## config.mk

```make
export PLATFORM = sky130hd
export DESIGN_NAME = adc_timing_input_config
export DESIGN_NICKNAME = d
export VERILOG_FILES = /design/src/inc/adc_cfg_pkg.sv /design/src/rtl/adc_timing_input_config.sv
export SDC_FILE = /design/constraint.sdc
export NUM_CORES = 1
export LEC_CHECK = 0
export BUFFER_PORTS_ARGS = -buffer_cell sky130_fd_sc_hd__buf_2
export CORE_UTILIZATION = 35
export CTS_CLUSTER_DIAMETER = 80
export DETAILED_ROUTE_END_ITERATION = 8
export SLEW_MARGIN = 15
export SYNTH_ARGS = -nofsm -noshare
export SYNTH_HDL_FRONTEND = slang
export SYNTH_SLANG_ARGS = --single-unit
```

## constraint.sdc

```tcl
create_clock -name pclk -period 2.6 [get_ports pclk]
set_input_delay 0.52 -clock pclk [delete_from_list [all_inputs] [get_ports pclk]]
set_output_delay 0.52 -clock pclk [all_outputs]
set_load 0.01 [all_outputs]
```

## src/inc/adc_cfg_pkg.sv

```systemverilog
/*
 * Constants, types and register map of the converter configuration block.
 * Assumes a 32-bit APB master and a computation core that supplies the
 * accumulator and low-pass filter values.
 */
package adc_cfg_pkg;
    // ****************************************************************
    // Register byte offsets
    // ****************************************************************
    localparam logic [7:0] OFF_CLK_DIV = 8'h00;
    localparam logic [7:0] OFF_REF_SEL = 8'h04;
    localparam logic [7:0] OFF_PCH_SEL = 8'h08;
    localparam logic [7:0] OFF_PRE_CNT = 8'h0c;
    localparam logic [7:0] OFF_ACQ_CNT = 8'h10;
    localparam logic [7:0] OFF_CAP_SEL = 8'h14;
    localparam logic [7:0] OFF_RPT_THR = 8'h18;
    localparam logic [7:0] OFF_RPT_CNT = 8'h1c;
    localparam logic [7:0] OFF_FLT_HI = 8'h20;
    localparam logic [7:0] OFF_CONTROL = 8'h24;
    localparam logic [7:0] OFF_STATUS = 8'h28;

    // ****************************************************************
    // Field positions and reset values
    // ****************************************************************
    localparam int NREF_BIT = 4;
    localparam int CTL_GO_BIT = 0;
    localparam int CTL_DBL_BIT = 1;
    localparam int CTL_MODE_LSB = 4;
    localparam int CTL_SHIFT_LSB = 8;
    localparam logic [7:0] CFG_RESET = 8'h00;

    // ****************************************************************
    // Timing
    // ****************************************************************
    localparam logic [8:0] CONV_CLOCKS = 9'h00b;
    localparam logic [8:0] ACQ_ZERO_WITH_PRE = 9'h100;

    // ****************************************************************
    // Codes
    // ****************************************************************
    localparam logic [1:0] PREF_VDD = 2'h0;
    localparam logic [1:0] PREF_EXT = 2'h2;
    localparam logic [1:0] PREF_FVR = 2'h3;
    localparam logic [5:0] CH_FVR = 6'h3f;
    localparam logic [5:0] CH_DAC = 6'h3e;
    localparam logic [5:0] CH_TEMP = 6'h3d;
    localparam logic [5:0] CH_GND = 6'h3c;
    localparam logic [5:0] CH_FIRST_NONE = 6'h18;

    typedef enum logic [2:0] {
        MODE_BASIC = 3'h0,
        MODE_ACCUM = 3'h1,
        MODE_AVG = 3'h2,
        MODE_BURST = 3'h3,
        MODE_LPF = 3'h4
    } comp_mode_e;

    typedef struct packed {
        logic neg_ref_ext;
        logic pos_ref_vdd;
        logic pos_ref_ext;
        logic pos_ref_fvr;
        logic ch_port_en;
        logic [4:0] ch_port;
        logic ch_fvr;
        logic ch_dac;
        logic ch_temp;
        logic ch_gnd;
        logic [4:0] cap_pf;
    } analog_ctrl_s;

    typedef struct packed {
        logic precharge;
        logic acquire;
        logic convert;
        logic second;
    } phase_ctrl_s;
endpackage

```

## src/rtl/adc_timing_input_config.sv

```systemverilog
/*
 * Configuration registers, conversion clock divider and phase sequencer
 * of a successive-approximation converter, reached over APB.
 * Assumes the analog multiplexer, references and converter core follow
 * the registered control outputs, and that the computation core supplies
 * the accumulator and low-pass filter values as plain inputs.
 */
// The address map and the APB interface to the registers were chosen for this implementation.
// Overview of operation
// - Conversion clock is system clock divided by two times (select plus one).
// - Negative reference uses external pin when its select bit is one, else ground.
// - Positive reference: 11 fixed reference, 10 external pin, 00 supply, 01 reserved.
// - Channel codes select fixed ref, DAC, temperature, ground, nothing, or port pins.
// - Precharge lasts programmed conversion clocks; zero omits the precharge phase.
// - Acquisition lasts programmed clocks; zero without precharge omits it.
// - With precharge enabled, acquisition count zero means 256 conversion clocks.
// - Extra sample capacitance equals the select value in picofarads; zero adds none.
// - Repeat threshold is compared with repeat counter for averaging, burst and filter modes.
// - Repeat counter counts triggers; threshold check only once threshold is reached.
// - Unimplemented register bits ignore writes and read as zero.
// - Filter output high byte is read-only, holds bits 15:8, undefined after reset.
// - Filter output is shifted accumulator, or low-pass output in filter mode.
// - Stage status: 000 idle, 001-011 first stages, 101-111 second stages.
module adc_timing_input_config
    import adc_cfg_pkg::*;
(
    input wire logic pclk,
    input wire logic presetn,
    input wire logic psel,
    input wire logic penable,
    input wire logic pwrite,
    input wire logic [31:0] paddr,
    input wire logic [31:0] pwdata,
    output logic [31:0] prdata,
    output logic pready,
    output logic pslverr,
    input wire logic [15:0] accumulator_value,
    input wire logic [15:0] lowpass_value,
    output analog_ctrl_s analog_ctrl,
    output phase_ctrl_s phase_ctrl,
    output logic conv_clk_tick,
    output logic threshold_check
);

    typedef enum logic [1:0] {
        ST_IDLE,
        ST_PRE,
        ST_ACQ,
        ST_CONV
    } stage_e;

    logic [5:0] conv_clock_div_sel_q;
    logic neg_ref_sel_q;
    logic [1:0] pos_ref_sel_q;
    logic [5:0] pos_channel_sel_q;
    logic [7:0] precharge_count_q;
    logic [7:0] acquisition_count_q;
    logic [4:0] extra_cap_sel_q;
    logic [7:0] repeat_threshold_value_q;
    logic [7:0] repeat_count_value_q;
    logic [7:0] filter_result_hi_q;
    logic go_q;
    logic double_q;
    logic [2:0] mode_q;
    logic [2:0] result_shift_amount_q;
    logic [6:0] div_cnt_q;
    logic tick_q;
    stage_e stage_q;
    logic second_q;
    logic [8:0] phase_cnt_q;
    logic pready_q;
    logic pslverr_q;
    logic [31:0] prdata_q;
    logic wr_en;
    logic [7:0] addr;
    logic conv_done;
    logic last_tick;
    logic [7:0] count_next;
    logic [15:0] shifted;

    // ****************************************************************
    // Helpers
    // ****************************************************************
    function automatic logic [8:0] acq_clocks(input logic [7:0] pre, input logic [7:0] acq);
        if (pre != 8'h00 && acq == 8'h00) begin
            acq_clocks = ACQ_ZERO_WITH_PRE;
        end else begin
            acq_clocks = {1'b0, acq};
        end
    endfunction

    function automatic logic mode_uses_repeat(input logic [2:0] m);
        mode_uses_repeat = (m == MODE_AVG) || (m == MODE_BURST) || (m == MODE_LPF);
    endfunction

    assign addr = paddr[7:0];
    assign wr_en = psel && penable && pready_q && pwrite && !pslverr_q;
    assign last_tick = tick_q && (phase_cnt_q == 9'h001);
    assign conv_done = last_tick && (stage_q == ST_CONV) && (second_q || !double_q);
    assign count_next = (repeat_count_value_q == 8'hff) ? 8'hff : repeat_count_value_q + 8'h01;
    assign shifted = accumulator_value >> result_shift_amount_q;

    // ****************************************************************
    // APB slave, one access cycle, no wait states
    // ****************************************************************
    always_ff @(posedge pclk or negedge presetn) begin
        if (!presetn) begin
            pready_q <= 1'b0;
            pslverr_q <= 1'b0;
            prdata_q <= 32'h0000_0000;
        end else if (psel && !penable) begin
            pready_q <= 1'b1;
            pslverr_q <= (addr > OFF_STATUS) || (addr[1:0] != 2'h0) || (paddr[31:8] != 24'h0);
            prdata_q <= 32'h0000_0000;
            case (addr)
                OFF_CLK_DIV: prdata_q[5:0] <= conv_clock_div_sel_q;
                OFF_REF_SEL: prdata_q[4:0] <= {neg_ref_sel_q, 2'h0, pos_ref_sel_q};
                OFF_PCH_SEL: prdata_q[5:0] <= pos_channel_sel_q;
                OFF_PRE_CNT: prdata_q[7:0] <= precharge_count_q;
                OFF_ACQ_CNT: prdata_q[7:0] <= acquisition_count_q;
                OFF_CAP_SEL: prdata_q[4:0] <= extra_cap_sel_q;
                OFF_RPT_THR: prdata_q[7:0] <= repeat_threshold_value_q;
                OFF_RPT_CNT: prdata_q[7:0] <= repeat_count_value_q;
                OFF_FLT_HI: prdata_q[7:0] <= filter_result_hi_q;
                OFF_CONTROL: prdata_q[10:0] <= {result_shift_amount_q, 1'b0, mode_q,
                    2'h0, double_q, go_q};
                OFF_STATUS: prdata_q[2:0] <= {second_q & |stage_q, stage_q};
                default: prdata_q <= 32'h0000_0000;
            endcase
        end else begin
            pready_q <= 1'b0;
            pslverr_q <= 1'b0;
        end
    end

    // ****************************************************************
    // Configuration registers
    // ****************************************************************
    always_ff @(posedge pclk or negedge presetn) begin
        if (!presetn) begin
            conv_clock_div_sel_q <= CFG_RESET[5:0];
            neg_ref_sel_q <= 1'b0;
            pos_ref_sel_q <= CFG_RESET[1:0];
            pos_channel_sel_q <= CFG_RESET[5:0];
            precharge_count_q <= CFG_RESET;
            acquisition_count_q <= CFG_RESET;
            extra_cap_sel_q <= CFG_RESET[4:0];
            repeat_threshold_value_q <= CFG_RESET;
            double_q <= 1'b0;
            mode_q <= MODE_BASIC;
            result_shift_amount_q <= 3'h0;
        end else if (wr_en) begin
            case (addr)
                OFF_CLK_DIV: conv_clock_div_sel_q <= pwdata[5:0];
                OFF_REF_SEL: begin
                    neg_ref_sel_q <= pwdata[NREF_BIT];
                    pos_ref_sel_q <= pwdata[1:0];
                end
                OFF_PCH_SEL: pos_channel_sel_q <= pwdata[5:0];
                OFF_PRE_CNT: precharge_count_q <= pwdata[7:0];
                OFF_ACQ_CNT: acquisition_count_q <= pwdata[7:0];
                OFF_CAP_SEL: extra_cap_sel_q <= pwdata[4:0];
                OFF_RPT_THR: repeat_threshold_value_q <= pwdata[7:0];
                OFF_CONTROL: begin
                    double_q <= pwdata[CTL_DBL_BIT];
                    mode_q <= pwdata[CTL_MODE_LSB +: 3];
                    result_shift_amount_q <= pwdata[CTL_SHIFT_LSB +: 3];
                end
                default: ;
            endcase
        end
    end

    // Software starts a conversion; hardware ends it. A write of one in the
    // cycle the conversion finishes wins, so the new trigger is not lost.
    always_ff @(posedge pclk or negedge presetn) begin
        if (!presetn) begin
            go_q <= 1'b0;
        end else if (wr_en && addr == OFF_CONTROL && pwdata[CTL_GO_BIT]) begin
            go_q <= 1'b1;
        end else if (conv_done) begin
            go_q <= 1'b0;
        end
    end

    // ****************************************************************
    // Repeat counter and filter output
    // ****************************************************************
    always_ff @(posedge pclk or negedge presetn) begin
        if (!presetn) begin
            repeat_count_value_q <= 8'h00;
            threshold_check <= 1'b0;
        end else begin
            threshold_check <= 1'b0;
            if (conv_done) begin
                repeat_count_value_q <= count_next;
                threshold_check <= mode_uses_repeat(mode_q)
                    && (count_next >= repeat_threshold_value_q);
            end else if (wr_en && addr == OFF_RPT_CNT) begin
                repeat_count_value_q <= pwdata[7:0];
            end
        end
    end

    // Left without reset on purpose: its value is undefined until the first result.
    always_ff @(posedge pclk) begin
        if (conv_done && mode_q != MODE_BASIC) begin
            filter_result_hi_q <= (mode_q == MODE_LPF) ? lowpass_value[15:8]
                                                       : shifted[15:8];
        end
    end

    // ****************************************************************
    // Conversion clock divider
    // ****************************************************************
    always_ff @(posedge pclk or negedge presetn) begin
        if (!presetn) begin
            div_cnt_q <= 7'h00;
            tick_q <= 1'b0;
        end else if (div_cnt_q >= {conv_clock_div_sel_q, 1'b1}) begin
            div_cnt_q <= 7'h00;
            tick_q <= 1'b1;
        end else begin
            div_cnt_q <= div_cnt_q + 7'h01;
            tick_q <= 1'b0;
        end
    end

    // ****************************************************************
    // Phase sequencer
    // ****************************************************************
    always_ff @(posedge pclk or negedge presetn) begin
        if (!presetn) begin
            stage_q <= ST_IDLE;
            second_q <= 1'b0;
            phase_cnt_q <= 9'h000;
        end else if (tick_q) begin
            case (stage_q)
                ST_IDLE: begin
                    if (go_q) begin
                        if (precharge_count_q != 8'h00) begin
                            stage_q <= ST_PRE;
                            phase_cnt_q <= {1'b0, precharge_count_q};
                        end else if (acquisition_count_q != 8'h00) begin
                            stage_q <= ST_ACQ;
                            phase_cnt_q <= {1'b0, acquisition_count_q};
                        end else begin
                            stage_q <= ST_CONV;
                            phase_cnt_q <= CONV_CLOCKS;
                        end
                    end
                end
                ST_PRE: begin
                    if (phase_cnt_q == 9'h001) begin
                        stage_q <= ST_ACQ;
                        phase_cnt_q <= acq_clocks(precharge_count_q, acquisition_count_q);
                    end else begin
                        phase_cnt_q <= phase_cnt_q - 9'h001;
                    end
                end
                ST_ACQ: begin
                    if (phase_cnt_q == 9'h001) begin
                        stage_q <= ST_CONV;
                        phase_cnt_q <= CONV_CLOCKS;
                    end else begin
                        phase_cnt_q <= phase_cnt_q - 9'h001;
                    end
                end
                ST_CONV: begin
                    if (phase_cnt_q == 9'h001) begin
                        // The second pass reruns the same phases from the idle decision.
                        stage_q <= ST_IDLE;
                        second_q <= double_q && !second_q;
                    end else begin
                        phase_cnt_q <= phase_cnt_q - 9'h001;
                    end
                end
                default: stage_q <= ST_IDLE;
            endcase
        end
    end

    // ****************************************************************
    // Registered analog controls
    // ****************************************************************
    always_ff @(posedge pclk or negedge presetn) begin
        if (!presetn) begin
            analog_ctrl <= '0;
            phase_ctrl <= '0;
            conv_clk_tick <= 1'b0;
        end else begin
            analog_ctrl.neg_ref_ext <= neg_ref_sel_q;
            analog_ctrl.pos_ref_vdd <= (pos_ref_sel_q == PREF_VDD);
            analog_ctrl.pos_ref_ext <= (pos_ref_sel_q == PREF_EXT);
            analog_ctrl.pos_ref_fvr <= (pos_ref_sel_q == PREF_FVR);
            analog_ctrl.ch_port_en <= (pos_channel_sel_q < CH_FIRST_NONE);
            analog_ctrl.ch_port <= pos_channel_sel_q[4:0];
            analog_ctrl.ch_fvr <= (pos_channel_sel_q == CH_FVR);
            analog_ctrl.ch_dac <= (pos_channel_sel_q == CH_DAC);
            analog_ctrl.ch_temp <= (pos_channel_sel_q == CH_TEMP);
            analog_ctrl.ch_gnd <= (pos_channel_sel_q == CH_GND);
            analog_ctrl.cap_pf <= extra_cap_sel_q;
            phase_ctrl.precharge <= (stage_q == ST_PRE);
            phase_ctrl.acquire <= (stage_q == ST_ACQ);
            phase_ctrl.convert <= (stage_q == ST_CONV);
            phase_ctrl.second <= second_q;
            conv_clk_tick <= tick_q;
        end
    end

    assign prdata = prdata_q;
    assign pready = pready_q;
    assign pslverr = pslverr_q;

endmodule

```

==> results by group, run 1 <==
STA
  – Period utilization: 94.59%
  – Slew headroom: 50.93%
  – F_max: 406.6 MHz
  – Final Hold Fails: 0
  – Final setup violation count: 0
  – Setup Skew: 0.009793 ns
  – Worst Max-Slew Pin Slew: 0.7311 ns
  – RSZ-0062 raised after global routing: no
  – Final slew viol count: 0
  – Hold WS: 0.1965 ns
  – Setup TNS: 0 ns
  – Tmin final: 2.459 ns

Clocking
  – CTS root buf: clkbuf_16
  – H-tree Lvls: 4
  – Clk slew on worst S/H paths: 0.06 ns
  – TritonCTS clock tree: yes
  – Clk buf depth: 2
  – CTS buffer count: 17
  – Num Clock Sinks: 126
  – Clock latency on the worst-skew pair: 0.42 ns
  – Hold Buf Count CTS: 0

Pwr
  – Pleak: 3.988 nW
  – Total Power: 6.742 mW
  – Maximum VDD drop: 0.4645 mV
  – Pwr/cell area: 797.4 mW/mm^2

Synthesis
  – Syn Inst Count: 662
  – Largest area contributor in the netlist: dfrtp_1
  – Post-synth cell types: 67
  – Register bit total from synthesis: 126
  – YS warnings: 0
  – Largest cells by area after synthesis: dfrtp_1 43%, mux2_2 10%, ha_1 4.0%
  – Synth cell count leaders: 118 x dfrtp_1, 63 x mux2_2, 58 x nand2_1, 36 x nor2_1, 34 x o21ai_0
  – Most used DFF post-synth: dfrtp_1
  – Count leader, synth: dfrtp_1
  – Synthesized cell area: 0.006913 mm^2
  – Synth top area share: 42.71%
  – Sequential share of the synthesized area: 46.19%
  – Ys async rst share: 93.65%
  – EDFF count, synth: 8
  – Synthesized area per cell: 10.44 um^2

Final layout
  – N_diodes: 0
  – Final-layout fill cell count: 1899
  – Fraction of layout cells with a size suffix above 1: 30.31%
  – Layout area overhead: 22.30%
  – Fin util: 43.58%
  – Fin nets: 905
  – Fin cells: 1060

Die
  – Num rows: 51
  – Die width: 142.5 um
  – Starting density of the core: 35.64%
  – Die footprint: 0.02032 mm^2
  – Die Y: 142.5 um
  – I/O pin total: 160
  – Core ar.: 0.01940 mm^2

Worst setup path
  – Kind of critical path: reg -> reg
  – Critical Path AT: 2.58 ns
  – Register-to-register setup slack: 0.14 ns
  – Reg-to-reg endpoint: filter_result_hi_q[1]
  – RR Startpoint: phase_cnt_q[1]
  – CP startpoint kind: flop
  – Critical path required time: 2.72 ns
  – CP Capture Type: flop
  – Critical Path Fanout Max: 8
  – Worst Reg-to-Reg Cells: 6

Route
  – WL final: 18.69 mm
  – 1st-iter DRT viols: 433
  – DR vias/cell: 5.266
  – Vias: 5582
  – Drt drc: 0
  – Antenna-violating nets left: 0
  – Drt pass-1 iters: 6
  – WL/cell: 17.63 um

GRT
  – First-pass GRT wire length: 29.54 mm
  – Initial antenna violation count: 0
  – Via count of the first global-routing pass: 5279
  – Pin count of the biggest net entering global routing: 119
  – GRT Util Overall: 19.35%
  – Remaining Overflow, GRT: 0

Hold path
  – Worst hold-check path type: in -> async

Job
  – Max cap viols: 0

Place
  – RePlAce Congestion: 0.8811
  – Dpl hpwl: 13.90 mm
  – Cells after DPL: 1026
  – Port Buf Inserts: 101

Run status
  – Status: finished clean
[routing by layer]
| layer | routed length [um] | track usage [%] | vias to the layer above | share of wire, % |
|---|---|---|---|---|
| met5 | 0 | 0 | - | 0 |
| met4 | 288 | 5.490 | 0 | 1.5 |
| met3 | 1021 | 4.374 | 14 | 5.5 |
| met2 | 8820 | 30.47 | 190 | 47 |
| met1 | 8562 | 26.53 | 2730 | 46 |
| li1 | - | - | 2648 | - |
[how the worst max path moves through the flow]
stage | start | end | slack [ns] | cells after the start
3_3_place_gp | phase_cnt_q[1] | filter_result_hi_q[7] | 0.17 | 6
2_1_floorplan | phase_cnt_q[5] | filter_result_hi_q[0] | 0.14 | 5
3_5_place_dp | phase_cnt_q[1] | filter_result_hi_q[7] | 0.17 | 6
6_report | phase_cnt_q[1] | filter_result_hi_q[1] | 0.14 | 6
4_1_cts | phase_cnt_q[1] | repeat_count_value_q[4] | 0.14 | 9
5_1_grt | repeat_count_value_q[1] | threshold_check | 0.02 | 8
[power breakdown]
group          internal, mW  switching, mW
sequential             2.17          0.195
combinational         0.774           1.04
clock                  1.65          0.920
[worst max-delay path, stage by stage, from the launching register on]
cell,delay [ns]
dfrtp_1,0.42
inv_1,0.09
ha_1,0.16
or4b_1,0.51
or4_1,0.66
nor2_1,0.15
buf_4,0.18
[state kept, by name (all words and copies together) (netlist names), 5 cells and up]
signal                    cells
div_cnt_q                     7
repeat_threshold_value_q      8
analog_ctrl                  19
phase_cnt_q                   9
acquisition_count_q           8
conv_clock_div_sel_q          6
prdata                       11
pos_channel_sel_q             6
repeat_count_value_q          8
filter_result_hi_q            8
precharge_count_q             8
extra_cap_sel_q               5
[kinds of logic after synthesis]
kind of cell / count (synthesis) / share of synthesized area [%]
xor+xnor: 12 / 1.520
compound gates: 137 / 13.74
fa+ha+maj: 22 / 3.982
buf+inv: 79 / 5.611
mux: 83 / 13.88
flops: 126 / 46.19
simple gates: 202 / 15.02
other cells: 1 / 0.05425
[metrics by stage]
step | area (um^2) | worst slack (ns)
2_1_floorplan | 6988 | 0.1414
3_3_place_gp | 7794 | 0.1694
3_5_place_dp | 7794 | 0.1684
4_1_cts | 8436 | 0.1394
5_1_grt | 8454 | 0.02435
6_report | 8454 | 0.1406
[placed cells by master, fill, tap and decap left out, drive strengths merged, types with 14 or more instances in the layout]
| cell type | count |
|---|---|
| nand3 | 20 |
| dfrtp | 118 |
| nor3 | 14 |
| a21oi | 22 |
| mux2i | 16 |
| nor2 | 36 |
| conb | 21 |
| inv | 33 |
| ha | 22 |
| nor4 | 17 |
| buf | 132 |
| nand2 | 58 |
| clkbuf | 18 |
| o21ai | 35 |
| mux2 | 63 |
[area by class of cell]
type	instances	area [um^2]	share of cell area (%)
Clock buffer	18	439.2	5.195
Clock inverter	14	202.7	2.398
Inverter	28	105.1	1.243
Multi-Input combinational cell	477	3417	40.42
Sequential cell	126	3193	37.77
Tap cell	265	331.6	3.922
Timing Repair Buffer	132	765.7	9.057
[what timing repair did]
item                       4_1_cts  5_1_grt
hold endpoints to repair         0        0
resized for setup                0        2
buffers inserted                 0        2
setup endpoints to repair        0        3
Note: power is estimated with default switching activity, not from simulation.
==> run 2: changes to the inputs <==
--- a/config.mk
+++ b/config.mk
@@ -7,9 +7,9 @@
 export LEC_CHECK = 0
 export BUFFER_PORTS_ARGS = -buffer_cell sky130_fd_sc_hd__buf_2
 export CORE_UTILIZATION = 35
+export CTS_BUF_LIST = sky130_fd_sc_hd__clkbuf_2
 export CTS_CLUSTER_DIAMETER = 80
 export DETAILED_ROUTE_END_ITERATION = 8
-export SLEW_MARGIN = 15
 export SYNTH_ARGS = -nofsm -noshare
 export SYNTH_HDL_FRONTEND = slang
 export SYNTH_SLANG_ARGS = --single-unit
==> constraint.sdc (replaced) <==
create_clock -name pclk -period 3 [get_ports pclk]
set_input_delay 0.6 -clock pclk [delete_from_list [all_inputs] [get_ports pclk]]
set_output_delay 0.6 -clock pclk [all_outputs]
set_load 0.01 [all_outputs]
==> run 2 against run 1 <==
Compared with the run above: die area stayed put; routed wire length down 1.3%; final area fell by 6.2%; sequential power down 12%; utilization down 2.7 points; sequential share of layout area grew 2.5 points; final cell count decreased by 1.2%; critical path type unchanged; critical endpoint is now threshold_check.
==> results by group, run 2 (synthesis gave the netlist of run 1 again) <==
Run status
  – Status: finished clean

Place
  – Port Buf Inserts: 101
  – RePlAce Congestion: 0.8646
  – Dpl hpwl: 13.79 mm
  – Post-place setup slack: 0.4435 ns

Die
  – I/O pin total: 160
  – Die Y: 142.5 um
  – Num rows: 51
  – Die footprint: 0.02032 mm^2
  – Starting density of the core: 35.64%
  – Die width: 142.5 um
  – Core ar.: 0.01940 mm^2

Clocking
  – TritonCTS clock tree: yes
  – Clk buf depth: 2
  – Num Clock Sinks: 126
  – Resize count post-CTS: 0
  – CTS root buf: clkbuf_2
  – CTS buffer count: 17
  – H-tree Lvls: 4
  – Clk slew on worst S/H paths: 0.20 ns
  – Clock latency on the worst-skew pair: 0.75 ns

Worst setup path
  – RR Startpoint: repeat_count_value_q[0]
  – CP startpoint kind: flop
  – Slowest stage delay, CP: 0.52 ns
  – Number of cells on the critical path: 8
  – Reg-to-reg endpoint: threshold_check
  – Critical Path Fanout Max: 7
  – Crit path buffers/inverters: 0
  – Critical Path AT: 3.22 ns
  – Worst path cell trace: ha_1 > nand3_1 > nor3_1 > mux2_2 > ha_1 > and3_1 > a2111oi_0 > a21oi_1
  – Critical Path Slowest Stage Cell: dfrtp_1
  – CP dominant cell by count: ha_1
  – Kind of critical path: reg -> reg
  – Register-to-register setup slack: 0.40 ns
  – Cell family contributing the most delay on the critical path: adder cells
  – Setup crit start: repeat_count_value_q[0]
  – Critical path required time: 3.62 ns
  – CP Capture Type: flop
  – Worst Reg-to-Reg Cells: 8

Route
  – Antenna-violating nets left: 0
  – 1st-iter DRT viols: 382
  – WL/cell: 17.62 um
  – Vias: 5504
  – WL final: 18.44 mm
  – DR vias/cell: 5.257
  – Drt pass-1 iters: 5
  – Drt drc: 0

Hold path
  – Hold Crit Endpoint: result_shift_amount_q[2]
  – Worst hold-check path type: in -> reg
  – WHS Path Cells: 2
  – Worst hold start: pwdata[10]

STA
  – Period utilization: 86.64%
  – Worst Max-Slew Pin Slew: 0.6464 ns
  – Slew headroom: 55.79%
  – Final Hold Fails: 0
  – Final slew viol count: 0
  – F_max: 384.7 MHz
  – Tmin final: 2.599 ns
  – Worst Slack Setup Final: 0.4008 ns
  – Setup TNS: 0 ns
  – Setup Skew: 0.04331 ns
  – RSZ-0062 raised after global routing: no
  – Final setup violation count: 0

Final layout
  – Commonest non-fill, non-tap cell in the layout: dfrtp_1
  – Layout area overhead: 14.73%
  – Fin nets: 891
  – Most flops, register: analog_ctrl
  – Largest register FFs: 19
  – Fraction of layout cells with a size suffix above 1: 28.81%
  – Most frequent cells in the layout: 118 x dfrtp_1, 100 x buf_2, 63 x mux2_2
  – Final-layout fill cell count: 1932

GRT
  – First-pass GRT wire length: 29.34 mm
  – Remaining Overflow, GRT: 0
  – Pin count of the biggest net entering global routing: 63
  – Via count of the first global-routing pass: 5143
  – GRT Util Overall: 19.21%
  – Initial antenna violation count: 1

Job
  – Max cap viols: 0

Pwr
  – Pwr/cell area: 574.4 mW/mm^2
  – Pleak: 3.743 nW
  – Maximum VDD drop: 0.2510 mV
run 2: cell types whose count changed in the layout (fill, tap and decap cells not counted), moves of 2 or more:
| cell | change |
|---|---|
| clkbuf_16 | -17 |
| clkbuf_2 | +17 |
| buf_4 | -14 |
| bufinv_16 | -3 |
| clkinvlp_4 | +2 |
| inv_8 | +2 |
run 2: metrics by stage:
step           power [mW]  hold WS (ns)  instances  utilization, %  area [um^2]
6_report            4.556       0.08607       1047           40.89         7931
5_1_grt             4.863       0.02642       1047           40.89         7931
4_1_cts             4.592       0.02169       1046           40.87         7929
3_5_place_dp        3.527        0.3914       1013           39.61         7684
3_3_place_gp        3.513        0.3825       1013           39.61         7684
2_1_floorplan       3.115        0.3044        682               -         6988
run 2: worst max path at each step:
stage | end | slack, ns
6_report | threshold_check | 0.40
5_1_grt | threshold_check | 0.24
4_1_cts | threshold_check | 0.40
3_5_place_dp | repeat_count_value_q[4] | 0.44
3_3_place_gp | repeat_count_value_q[4] | 0.42
2_1_floorplan | filter_result_hi_q[0] | 0.54
run 2: report_power, final:
group / total, mW / internal (mW) / switching [mW]
clock network: 1.06 / 0.325 / 0.731
registers: 2.08 / 1.87 / 0.205
logic: 1.42 / 0.601 / 0.819
run 2: worst register-to-register path: cells and delay by family, from the launching register on:
kind,cells,cell delay (ns)
adder cells (fa/ha/maj),2,0.57
multiplexers,1,0.38
flip-flops,1,0.52
AND/OR/NAND/NOR,3,0.51
AO/OA/AOI/OAI,2,0.51
run 2: routing by layer:
metal / global-route usage (%) / share of wire, % / wire length, um
met4: 7.074 / 2.2 / 399
met1: 26.34 / 47 / 8638
met5: 0 / 0 / 0
met2: 30.13 / 47 / 8616
met3: 3.533 / 4.3 / 789
run 2: timing repair:
action                                  CTS  global route
hold buffers                              1             0
hold endpoints to repair                 27             0
buffers inserted                          0             0
endpoints found under the setup margin    0             0
run 2: final cells by class:
class / instances / area [um^2] / area share [%]
inverters: 28 / 105.1 / 1.325
diodes: 1 / 2.502 / 0.03155
flip-flops and latches: 126 / 3193 / 40.26
clock inverters: 15 / 150.1 / 1.893
repair buffers: 118 / 650.6 / 8.203
well taps: 265 / 331.6 / 4.180
clock buffers: 17 / 85.08 / 1.073
multi-input cells: 477 / 3413 / 43.04
==> run 3: changes to the inputs <==
--- a/config.mk
+++ b/config.mk
@@ -6,10 +6,12 @@
 export NUM_CORES = 1
 export LEC_CHECK = 0
 export BUFFER_PORTS_ARGS = -buffer_cell sky130_fd_sc_hd__buf_2
+export CORE_ASPECT_RATIO = 1.75
 export CORE_UTILIZATION = 35
-export CTS_BUF_LIST = sky130_fd_sc_hd__clkbuf_2
+export CTS_BUF_LIST = sky130_fd_sc_hd__clkbuf_16
 export CTS_CLUSTER_DIAMETER = 80
 export DETAILED_ROUTE_END_ITERATION = 8
+export REMOVE_ABC_BUFFERS = 1
 export SYNTH_ARGS = -nofsm -noshare
 export SYNTH_HDL_FRONTEND = slang
 export SYNTH_SLANG_ARGS = --single-unit
==> run 3 against run 2 <==
Compared with the run above: register-to-register slack barely moved; routed wire length rose by 6.3%; final area rose by 3.5%; total power rose by 19%; critical path depth did not move; die area rose by 0.10%; via count rose by 0.80%; first-iteration DRC count fell by 11%; final cell count fell by 2.4%; fmax rose by 0.38%; hold slack improved by 0.084 ns; clock skew fell by 0.035 ns; largest cell class unchanged; largest power group unchanged; highest routed layer unchanged.
==> results by group, run 3 (synthesis gave the netlist of run 1 again) <==
STA
  – Slew headroom: 50.63%
  – Period utilization: 86.31%
  – Tmin final: 2.589 ns
  – Final Hold Fails: 0
  – Final setup violation count: 0
  – Final slew viol count: 0
  – Setup Skew: 0.008272 ns
  – RSZ-0062 raised after global routing: no
  – Worst Slack Setup Final: 0.4106 ns
  – Worst Max-Slew Pin Slew: 0.7328 ns
  – F_max: 386.2 MHz
  – Setup TNS: 0 ns

Place
  – RePlAce Congestion: 0.8971
  – Cells after DPL: 991
  – Port Buf Inserts: 101
  – Post-place setup slack: 0.4182 ns
  – Dpl hpwl: 14.92 mm

Die
  – Starting density of the core: 35.85%
  – Die Y: 187.9 um
  – Die width: 108.2 um
  – Num rows: 67
  – Core ar.: 0.01928 mm^2
  – Die footprint: 0.02034 mm^2
  – I/O pin total: 160

Worst setup path
  – Critical Path Fanout Max: 7
  – Critical path required time: 3.29 ns
  – Critical Path AT: 2.88 ns
  – Worst Reg-to-Reg Cells: 8
  – Reg-to-reg endpoint: threshold_check
  – RR Startpoint: repeat_count_value_q[0]
  – Kind of critical path: reg -> reg
  – Register-to-register setup slack: 0.41 ns
  – CP startpoint kind: flop
  – CP Capture Type: flop

Pwr
  – Maximum VDD drop: 0.3127 mV
  – Pleak: 3.882 nW
  – Pwr/cell area: 662.1 mW/mm^2
  – Total Power: 5.433 mW

Clocking
  – Setup repair bufs after CTS: 0
  – Clk buf depth: 2
  – H-tree Lvls: 4
  – CTS buffer count: 17
  – Num Clock Sinks: 126
  – Hold Buf Count CTS: 0
  – CTS root buf: clkbuf_16
  – Clock latency on the worst-skew pair: 0.42 ns
  – Resize count post-CTS: 0
  – Clk slew on worst S/H paths: 0.06 ns
  – TritonCTS clock tree: yes

Route
  – 1st-iter DRT viols: 341
  – Drt pass-1 iters: 5
  – WL/cell: 19.19 um
  – Vias: 5548
  – WL final: 19.61 mm
  – Antenna-violating nets left: 0
  – Drt drc: 0
  – DR vias/cell: 5.429

Final layout
  – Final-layout fill cell count: 1899
  – Layout area overhead: 18.70%
  – Largest register FFs: 19
  – Fin nets: 892
  – Commonest non-fill, non-tap cell in the layout: dfrtp_1
  – Fin cells: 1022
  – Fraction of layout cells with a size suffix above 1: 27.82%
  – Most frequent cells in the layout: 118 x dfrtp_1, 100 x buf_2, 63 x mux2_2
  – Most flops, register: analog_ctrl

GRT
  – Initial antenna violation count: 1
  – Pin count of the biggest net entering global routing: 54
  – Via count of the first global-routing pass: 5660
  – GRT Util Overall: 20.51%
  – Remaining Overflow, GRT: 0
  – First-pass GRT wire length: 30.97 mm

Hold path
  – Worst hold-check path type: in -> async

Run status
  – Status: finished clean

Job
  – Max cap viols: 0
[run 3: changes by cell type in the layout (fill, tap and decap cells not counted)]
cell           previous run  this run
clkinvlp_4                3         0
clkinv_2                  1         2
clkinv_1                  1         7
inv_8                     2         0
clkbuf_2                 17         0
inv_6                     5         0
inv_1                    27        29
dlygate4sd3_1             1         0
clkinv_4                  3         1
buf_4                    16        18
bufinv_16                 1         2
clkbuf_16                 0        17
[run 3: through the flow]
step,hold slack [ns],area (um^2),util [%]
2_1_floorplan,0.3044,6705,-
6_report,0.1704,8205,42.56
4_1_cts,0.1902,8203,42.54
5_1_grt,0.2169,8205,42.56
3_5_place_dp,0.3990,7669,39.77
3_3_place_gp,0.3942,7669,39.77
[run 3: layer usage]
layer / up-vias / share of wire, % / GRT usage [%]
li1: 2606 / - / -
met1: 2703 / 35 / 20.84
met2: 179 / 55 / 36.89
met3: 60 / 3.3 / 3.233
met4: 0 / 6.4 / 14.91
met5: - / 0 / 0
[run 3: worst max-delay path: stages (launching register included)]
cell and delay (ns):
dfrtp_1 0.46, ha_1 0.28, nand3_1 0.15, nor3_1 0.20, mux2_2 0.39, ha_1 0.29
and3_1 0.16, a2111oi_0 0.39, a21oi_1 0.13
[run 3: cell type report]
cell class | count | area (um^2) | share of cell area (%)
diodes | 1 | 2.502 | 0.03050
clock buffers | 17 | 425.4 | 5.185
clock inverters | 13 | 108.9 | 1.327
inverters | 28 | 105.1 | 1.281
multi-input cells | 477 | 3413 | 41.60
flip-flops and latches | 126 | 3193 | 38.91
well taps | 241 | 301.5 | 3.675
repair buffers | 119 | 655.6 | 7.990
[run 3: power breakdown]
part | leakage (nW) | switching, mW | total [mW] | internal (mW)
Sequential | 1.66 | 0.208 | 2.09 | 1.88
Combinational | 1.95 | 0.846 | 1.45 | 0.605
Clock | 0.270 | 0.714 | 1.90 | 1.18
[run 3: how the worst max path moves through the flow]
stage / start / depth (start not counted) / endpoint
floorplan: phase_cnt_q[5] / 5 / repeat_count_value_q[4]
global route: repeat_count_value_q[0] / 8 / threshold_check
detailed placement: repeat_count_value_q[0] / 8 / threshold_check
global placement: repeat_count_value_q[0] / 8 / threshold_check
CTS: repeat_count_value_q[0] / 8 / threshold_check
finish: repeat_count_value_q[0] / 8 / threshold_check
